**config.mk**
```make
export PLATFORM = sky130hd
export DESIGN_NAME = i2csam_matcher
export DESIGN_NICKNAME = d
export VERILOG_FILES = /design/src/logic/i2csam_pkg.sv /design/src/logic/i2csam_matcher.sv
export SDC_FILE = /design/constraint.sdc
export NUM_CORES = 1
export LEC_CHECK = 0
export BUFFER_PORTS_ARGS = -buffer_cell sky130_fd_sc_hd__buf_4
export CORE_ASPECT_RATIO = 0.8
export CORE_MARGIN = 2
export CORE_UTILIZATION = 56
export DETAILED_ROUTE_END_ITERATION = 8
export PLACE_DENSITY = 0.92
export SYNTH_ARGS = -nofsm -noshare
export SYNTH_HDL_FRONTEND = slang
export SYNTH_SLANG_ARGS = --single-unit
```
**constraint.sdc**
```tcl
create_clock -name pclk -period 2.35 [get_ports pclk]
set_input_delay 0.47 -clock pclk [delete_from_list [all_inputs] [get_ports pclk]]
set_output_delay 0.47 -clock pclk [all_outputs]
set_load 0.02 [all_outputs]
```
**src/logic/i2csam_pkg.sv**
```systemverilog
// Behaviour
// [RULE1] In master operation the own-address slots are ignored and never match.
// [RULE2] Slot bits 7 to 1 hold the seven-bit own address compared with received bits.
// [RULE3] Respond as addressed slave when any of the four slots matches after masking.
// [RULE4] Slot bit 0 enables general-call recognition for that slot.
// [RULE5] A mask bit set to one makes that received address bit don't-care.
// [RULE6] A mask bit at zero requires the received bit to equal the stored bit.
// [RULE7] Four independent address and mask slot pairs; mask bit 0 is reserved.
// [RULE8] On being addressed, set the interrupt flag and load the status code.
// [RULE9] All-zero address matches only through a slot whose general-call enable is set.
package i2csam_pkg;

  localparam int unsigned SLOTS            = 4;
  localparam int unsigned ADDR_W           = 7;
  localparam int unsigned PADDR_W          = 12;

  // ***************************************************
  // Register offsets
  // ***************************************************
  localparam logic [SLOTS-1:0][PADDR_W-1:0] OWN_ADDR_OFFSET  =
    {12'h020, 12'h01C, 12'h018, 12'h004};
  localparam logic [SLOTS-1:0][PADDR_W-1:0] ADDR_MASK_OFFSET =
    {12'h030, 12'h02C, 12'h028, 12'h024};
  localparam logic [PADDR_W-1:0] CTRL_OFFSET       = 12'h034;
  localparam logic [PADDR_W-1:0] INT_STATUS_OFFSET = 12'h038;
  localparam logic [PADDR_W-1:0] INT_MASK_OFFSET   = 12'h044;
  localparam logic [PADDR_W-1:0] MATCH_INFO_OFFSET = 12'h048;

  // ***************************************************
  // Field positions
  // ***************************************************
  localparam int unsigned GC_BIT          = 0;
  localparam int unsigned ADDR_LSB        = 1;
  localparam int unsigned CTRL_ENABLE_BIT = 0;
  localparam int unsigned EV_OWN_BIT      = 0;
  localparam int unsigned EV_GC_BIT       = 1;
  localparam int unsigned INFO_CODE_LSB   = 0;
  localparam int unsigned INFO_ADDR_LSB   = 8;
  localparam int unsigned INFO_SLOT_LSB   = 16;

  // ***************************************************
  // Reset values and status codes
  // ***************************************************
  localparam logic [ADDR_W-1:0] OWN_ADDR_RESET  = 7'h00;
  localparam logic [ADDR_W-1:0] ADDR_MASK_RESET = 7'h00;
  localparam logic              GC_RESET        = 1'b0;
  localparam logic              ENABLE_RESET    = 1'b0;
  localparam logic [1:0]        INT_RESET       = 2'h0;
  localparam logic [7:0]        CODE_IDLE       = 8'hF8;
  localparam logic [7:0]        CODE_OWN_WRITE  = 8'h60;
  localparam logic [7:0]        CODE_OWN_READ   = 8'hA8;
  localparam logic [7:0]        CODE_GEN_CALL   = 8'h70;

  typedef struct packed {
    logic [SLOTS-1:0][ADDR_W-1:0] own_address_field;
    logic [SLOTS-1:0]             general_call_enable;
    logic [SLOTS-1:0][ADDR_W-1:0] address_mask_field;
    logic                         slave_enable;
    logic [1:0]                   int_status;
    logic [1:0]                   int_mask;
    logic [7:0]                   status_code;
    logic [7:0]                   last_address;
    logic [SLOTS-1:0]             match_slots;
    logic                         match_pulse;
    logic                         general_call;
    logic [31:0]                  prdata;
    logic                         pslverr;
  } i2csam_state_type;

endpackage
```
**src/logic/i2csam_matcher.sv**
```systemverilog
`timescale 1ns/100ps
module i2csam_matcher (
  input  wire logic                                pclk,
  input  wire logic                                presetn,
  input  wire logic                                psel,
  input  wire logic                                penable,
  input  wire logic                                pwrite,
  input  wire logic [i2csam_pkg::PADDR_W-1:0]      paddr,
  input  wire logic [31:0]                         pwdata,
  input  wire logic [3:0]                          pstrb,
  output logic                                     pready,
  output logic      [31:0]                         prdata,
  output logic                                     pslverr,
  input  wire logic                                master_mode,
  input  wire logic                                addr_valid,
  input  wire logic [7:0]                          addr_byte,
  output logic                                     addr_match,
  output logic                                     general_call,
  output logic      [i2csam_pkg::SLOTS-1:0]        match_slots,
  output logic      [7:0]                          status_code,
  output logic                                     irq
);
  import i2csam_pkg::*;

  // ***************************************************
  // State
  // ***************************************************
  i2csam_state_type state_reg;
  i2csam_state_type state_next;

  logic [SLOTS-1:0]  own_hit;
  logic [SLOTS-1:0]  gc_hit;
  logic [ADDR_W-1:0] rx_address;
  logic              rx_rw;
  logic              rx_zero;
  logic              setup_phase;
  logic              access_phase;
  logic              write_lane0;

  assign rx_address   = addr_byte[7:ADDR_LSB];
  assign rx_rw        = addr_byte[0];
  assign rx_zero      = (rx_address == 7'h00);
  assign setup_phase  = psel & ~penable;
  assign access_phase = psel & penable;
  assign write_lane0  = access_phase & pwrite & pstrb[0];

  // ***************************************************
  // Per-slot comparators
  // ***************************************************
  genvar gi;
  generate
    for (gi = 0; gi < SLOTS; gi++) begin : g_slot
      logic [ADDR_W-1:0] bit_ok;
      // Set mask bits force agreement, cleared ones need equal bits
      assign bit_ok = ~(rx_address ^ state_reg.own_address_field[gi])
                      | state_reg.address_mask_field[gi]; // see [RULE5] see [RULE6]
      // General-call address is reserved and never hits an own slot
      assign own_hit[gi] = ~rx_zero & (&bit_ok); // see [RULE2]
      assign gc_hit[gi]  = rx_zero & state_reg.general_call_enable[gi]; // see [RULE4] see [RULE9]
    end
  endgenerate

  // ***************************************************
  // Register read decode
  // ***************************************************
  function automatic logic [32:0] read_word(input i2csam_state_type s,
                                            input logic [PADDR_W-1:0] a);
    logic [32:0] r;
    r = {1'b1, 32'h0000_0000};
    for (int i = 0; i < SLOTS; i++) begin
      if (a == OWN_ADDR_OFFSET[i]) begin
        r = {1'b0, 24'h00_0000, s.own_address_field[i], s.general_call_enable[i]};
      end
      if (a == ADDR_MASK_OFFSET[i]) begin
        // Reserved mask bit 0 reads as zero
        r = {1'b0, 24'h00_0000, s.address_mask_field[i], 1'b0}; // see [RULE7]
      end
    end
    if (a == CTRL_OFFSET) begin
      r = {1'b0, 31'h0000_0000, s.slave_enable};
    end
    if (a == INT_STATUS_OFFSET) begin
      r = {1'b0, 30'h0000_0000, s.int_status};
    end
    if (a == INT_MASK_OFFSET) begin
      r = {1'b0, 30'h0000_0000, s.int_mask};
    end
    if (a == MATCH_INFO_OFFSET) begin
      r = {1'b0, 12'h000, s.match_slots, s.last_address, s.status_code};
    end
    return r;
  endfunction

  function automatic logic is_mapped_rw(input logic [PADDR_W-1:0] a);
    logic m;
    m = 1'b0;
    for (int i = 0; i < SLOTS; i++) begin
      if ((a == OWN_ADDR_OFFSET[i]) || (a == ADDR_MASK_OFFSET[i])) begin
        m = 1'b1;
      end
    end
    if ((a == CTRL_OFFSET) || (a == INT_STATUS_OFFSET) || (a == INT_MASK_OFFSET)) begin
      m = 1'b1;
    end
    return m;
  endfunction

  // ***************************************************
  // Next state
  // ***************************************************
  always_comb begin
    logic [32:0]      rd;
    logic [1:0]       ev_set;
    logic [1:0]       ev_clr;
    logic [SLOTS-1:0] hits;
    rd     = 33'h0_0000_0000;
    ev_set = 2'h0;
    ev_clr = 2'h0;
    hits   = own_hit | gc_hit;

    state_next              = state_reg;
    state_next.match_pulse  = 1'b0;
    state_next.general_call = 1'b0;

    // Address recognition, disabled while the controller is bus master
    if (addr_valid && !master_mode && state_reg.slave_enable) begin // see [RULE1]
      if (|hits) begin // see [RULE3]
        state_next.match_pulse  = 1'b1;
        state_next.match_slots  = hits;
        state_next.last_address = addr_byte;
        if (rx_zero) begin
          state_next.general_call = 1'b1;
          state_next.status_code  = CODE_GEN_CALL; // see [RULE8]
          ev_set[EV_GC_BIT]       = 1'b1;
        end else begin
          state_next.status_code  = rx_rw ? CODE_OWN_READ : CODE_OWN_WRITE; // see [RULE8]
          ev_set[EV_OWN_BIT]      = 1'b1;
        end
      end
    end

    // Read data and error are prepared in the setup cycle
    if (setup_phase) begin
      rd = read_word(state_reg, paddr);
      state_next.prdata  = pwrite ? 32'h0000_0000 : rd[31:0];
      state_next.pslverr = pwrite ? ~is_mapped_rw(paddr) : rd[32];
    end

    // Register writes take effect in the access cycle
    if (write_lane0) begin
      for (int i = 0; i < SLOTS; i++) begin
        if (paddr == OWN_ADDR_OFFSET[i]) begin
          state_next.own_address_field[i]   = pwdata[7:ADDR_LSB];
          state_next.general_call_enable[i] = pwdata[GC_BIT];
        end
        if (paddr == ADDR_MASK_OFFSET[i]) begin
          state_next.address_mask_field[i] = pwdata[7:ADDR_LSB];
        end
      end
      if (paddr == CTRL_OFFSET) begin
        state_next.slave_enable = pwdata[CTRL_ENABLE_BIT];
      end
      if (paddr == INT_STATUS_OFFSET) begin
        ev_clr = pwdata[1:0];
      end
      if (paddr == INT_MASK_OFFSET) begin
        state_next.int_mask = pwdata[1:0];
      end
    end

    // A new event wins over a simultaneous write-one clear
    state_next.int_status = (state_reg.int_status & ~ev_clr) | ev_set; // see [RULE8]
  end

  // ***************************************************
  // Registers
  // ***************************************************
  always_ff @(posedge pclk or negedge presetn) begin
    if (!presetn) begin
      for (int i = 0; i < SLOTS; i++) begin
        state_reg.own_address_field[i]   <= OWN_ADDR_RESET;
        state_reg.address_mask_field[i]  <= ADDR_MASK_RESET;
        state_reg.general_call_enable[i] <= GC_RESET;
      end
      state_reg.slave_enable <= ENABLE_RESET;
      state_reg.int_status   <= INT_RESET;
      state_reg.int_mask     <= INT_RESET;
      state_reg.status_code  <= CODE_IDLE;
      state_reg.last_address <= 8'h00;
      state_reg.match_slots  <= 4'h0;
      state_reg.match_pulse  <= 1'b0;
      state_reg.general_call <= 1'b0;
      state_reg.prdata       <= 32'h0000_0000;
      state_reg.pslverr      <= 1'b0;
    end else begin
      state_reg <= state_next;
    end
  end

  // ***************************************************
  // Outputs
  // ***************************************************
  assign pready       = 1'b1;
  assign prdata       = state_reg.prdata;
  assign pslverr      = state_reg.pslverr & access_phase;
  assign addr_match   = state_reg.match_pulse;
  assign general_call = state_reg.general_call;
  assign match_slots  = state_reg.match_slots;
  assign status_code  = state_reg.status_code;
  assign irq          = |(state_reg.int_status & state_reg.int_mask);

endmodule

```
==> out/metrics.csv <==
stage,metric,value,unit
status,run status,"complete, no violations",
synth,mean area per synthesized cell,11.0,µm²
route,total number of vias,4670,
place,Placement Setup Slack,-215,ps
power,pwr dens,543,mW/mm²
synth,post-synthesis mux area share,14.6,%
sta,final hold vios,0,
synth,largest family of logic cells by synthesized area,compound AO/OA/AOI/OAI gates,
cells_and_area,nets@finish,663,
global_route,grt ovf,0,
sta,Period minus WS final,2240,ps
sta,headroom to the max-slew limit,49.8,%
sta,hold slack,13.8,ps
clock_tree,"CTS clk-pin slew, worst paths",70,ps
clock_tree,clk_lat worst skew,350,ps
cells_and_area,most frequent cells in the layout,"buf_4, dfrtp_1, mux2_2",
synth,synth unique cells,64,
sta,max-slew violations,0,
synth,Syn Inst Count,519,
floorplanning,die area,0.0111,mm²
route,DR WL/cell,22.1,µm
floorplanning,Boundary Pins,112,
clock_tree,clk buf depth,2,
synth,ys async rst share,100,%
route,routed vias/inst,6.27,
route,drt initial violations,479,
synth,Post-Synth Adder-Cell Area,0,%
setup_path,critical path class,in -> reg,
cells_and_area,Area Growth Syn to Fin,18.7,%
cells_and_area,share of cells above drive strength 1,39.5,%
cells_and_area,final non-filler cell area,0.00680,mm²
global_route,pin count of the biggest net entering global routing,60,
global_route,initial antenna violation count,0,
setup_path,WP data arrival,2520,ps
clock_tree,CTS tree,yes,
sta,worst-margin pin slew,743,ps
setup_path,crit-path max cell delay,530,ps
synth,Main synth FF type,dfrtp_1,
cells_and_area,"most common cell after layout, fill and taps aside",buf_4,
sta,"Setup violations, final",0,
clock_tree,clock net sink count,103,
route,drt total wl,16400,µm
route,Antenna Nets Post-Route,0,
synth,"area leader, netlist",dfrtp_1,
sta,FMAX,0.446,GHz
synth,post-synthesis compound-gate area fraction,15.6,%
setup_path,slowest stage cell on the critical path,or4_4,
clock_tree,Root Driver,clkbuf_16,
synth,Synth Warn #,0,
clock_tree,H-tree depth,3,
min_path,Hold Crit Class,in -> async,
cells_and_area,max FFs per register,74,
power,total chip power,3.69,mW
place,post-detail-place hpwl,12600,µm
synth,Synth Register Bits,103,
floorplanning,row count,33,
power,Pleak,3.16,nW
power,maximum VDD drop,516,µV
sta,period utilisation layout,95.5,%
cells_and_area,Ant. Diodes,0,
sta,RSZ-0062 raised after global routing,false,
sta,final worst setup slack,107,ps
floorplanning,Chip Width,117,µm
floorplanning,Core ar.,0.0101,mm²
setup_path,Crit Path Max Fanout,13,
place,routability cong.,0.954,
place,area post-placement,0.00649,mm²
global_route,number of global-route vias before repair,4503,
synth,"top cells by area, synth","dfrtp_1, mux2_2, buf_4, xnor2_1, o22ai_1",
sta,Setup Skew,9.59,ps
global_route,first-pass GRT wire length,25500,µm
route,# DRC,0,
floorplanning,die height,94.5,µm
global_route,GRT Total Usage,31.0,%
synth,Synth Area in Simple Gates,11.0,%
synth,sequential-to-total area share from yosys stat,45.0,%
setup_path,crit end category,register,
clock_tree,CTS buffer count,9,
route,Detailed Routing Iterations Pass 1,5,
clock_tree,Setup Buffers After CTS,0,
setup_path,cell repeated most along the worst path,buf_4,
setup_path,Worst EP required,2620,ps
synth,Post-Syn Area,0.00573,mm²
place,Port-buffer cells,67,
synth,Post-Synth XOR/XNOR Area,4.43,%
floorplanning,Starting Density,56.6,%
setup_path,Startpoint Class,input port,
synth,post-synth top area share,43.7,%
setup_path,worst path cell trace,"buf_4, or4_4, buf_4, nor3_1, buf_4, a32oi_1, a22oi_1, o221ai_1, o211ai_1",
run,maxcap violations,0,
synth,"EDFF count, synth",0,
per-stage QoR:
step                cells  setup TNS, ps  util, %
floorplan             534              0        -
global placement      729          -8920     64.1
detailed placement    729          -9730     64.1
CTS                   745              0     67.2
global route          745              0     67.3
finish                745              0     67.3
power by group:
group	internal (mW)	switching (mW)	total (mW)
combinational	0.134	0.217	0.350
clock	0.851	0.711	1.56
sequential	1.78	0.00328	1.78
kinds of logic (layout without fill, tap and decap cells):
kind of cell | count (synthesis) | count (layout)
AO/OA/AOI/OAI | 121 | 121
flip-flops | 103 | 103
AND/OR/NAND/NOR | 103 | 103
buffers and inverters | 86 | 157
multiplexers | 75 | 75
XOR/XNOR | 29 | 29
other | 2 | 17
layout make-up:
type,instances,area [µm²]
Multi-Input combinational cell,345,2680
Fill cell,754,3310
Tap cell,140,175
Inverter,8,30.0
Clock inverter,7,86.3
Timing Repair Buffer,133,1020
Clock buffer,9,225
Sequential cell,103,2580
routing by layer:
metal / vias to the layer above / GRT usage, % / share of wire [%] / routed length [µm]
met2: 261 / 48.7 / 46 / 7610
met4: 0 / 8.82 / 2.3 / 386
met5: - / 0 / 0 / 0
li1: 2024 / - / - / -
met3: 44 / 8.66 / 9.3 / 1520
met1: 2341 / 42.3 / 42 / 6930
worst max-delay path: cells and delay by family:
kind / cells / cell delay (ps)
buffers and inverters: 3 / 540
AO/OA/AOI/OAI: 4 / 770
AND/OR/NAND/NOR: 2 / 740
cell usage after synthesis (5+ instances only):
cell and number:
mux2_2 70, buf_4 47, a21oi_1 17, nor4_1 10
a22oi_1 6, nor3_1 5, clkbuf_1 16, nand2_1 19
mux2i_1 5, nor2_1 27, o21ai_0 7, a22o_1 15
dfrtp_1 100, a221oi_1 5, buf_2 12, a211o_1 5
nand2b_1 5, o22ai_1 26, inv_1 8, xnor2_1 29
timing repair:
item,in CTS,in global routing
hold buffers,0,0
endpoints found under the setup margin,0,11
resized for setup,0,1
worst paths after layout:
path / slack [ps] / cells after the start / start / endpoint
hold / removal: 10 / 1 / presetn / state_reg[65]
hold reg to reg: 490 / 2 / state_reg[0] / state_reg[0]
min in group pclk: 270 / 2 / addr_byte[0] / status_code[6]
setup reg to reg: 140 / 7 / state_reg[107] / state_reg[46]
setup / recovery: 110 / 9 / paddr[9] / prdata[5]
max in group asynchronous: 1700 / 2 / presetn / status_code[4]
Note: power is estimated with default switching activity, not from simulation.
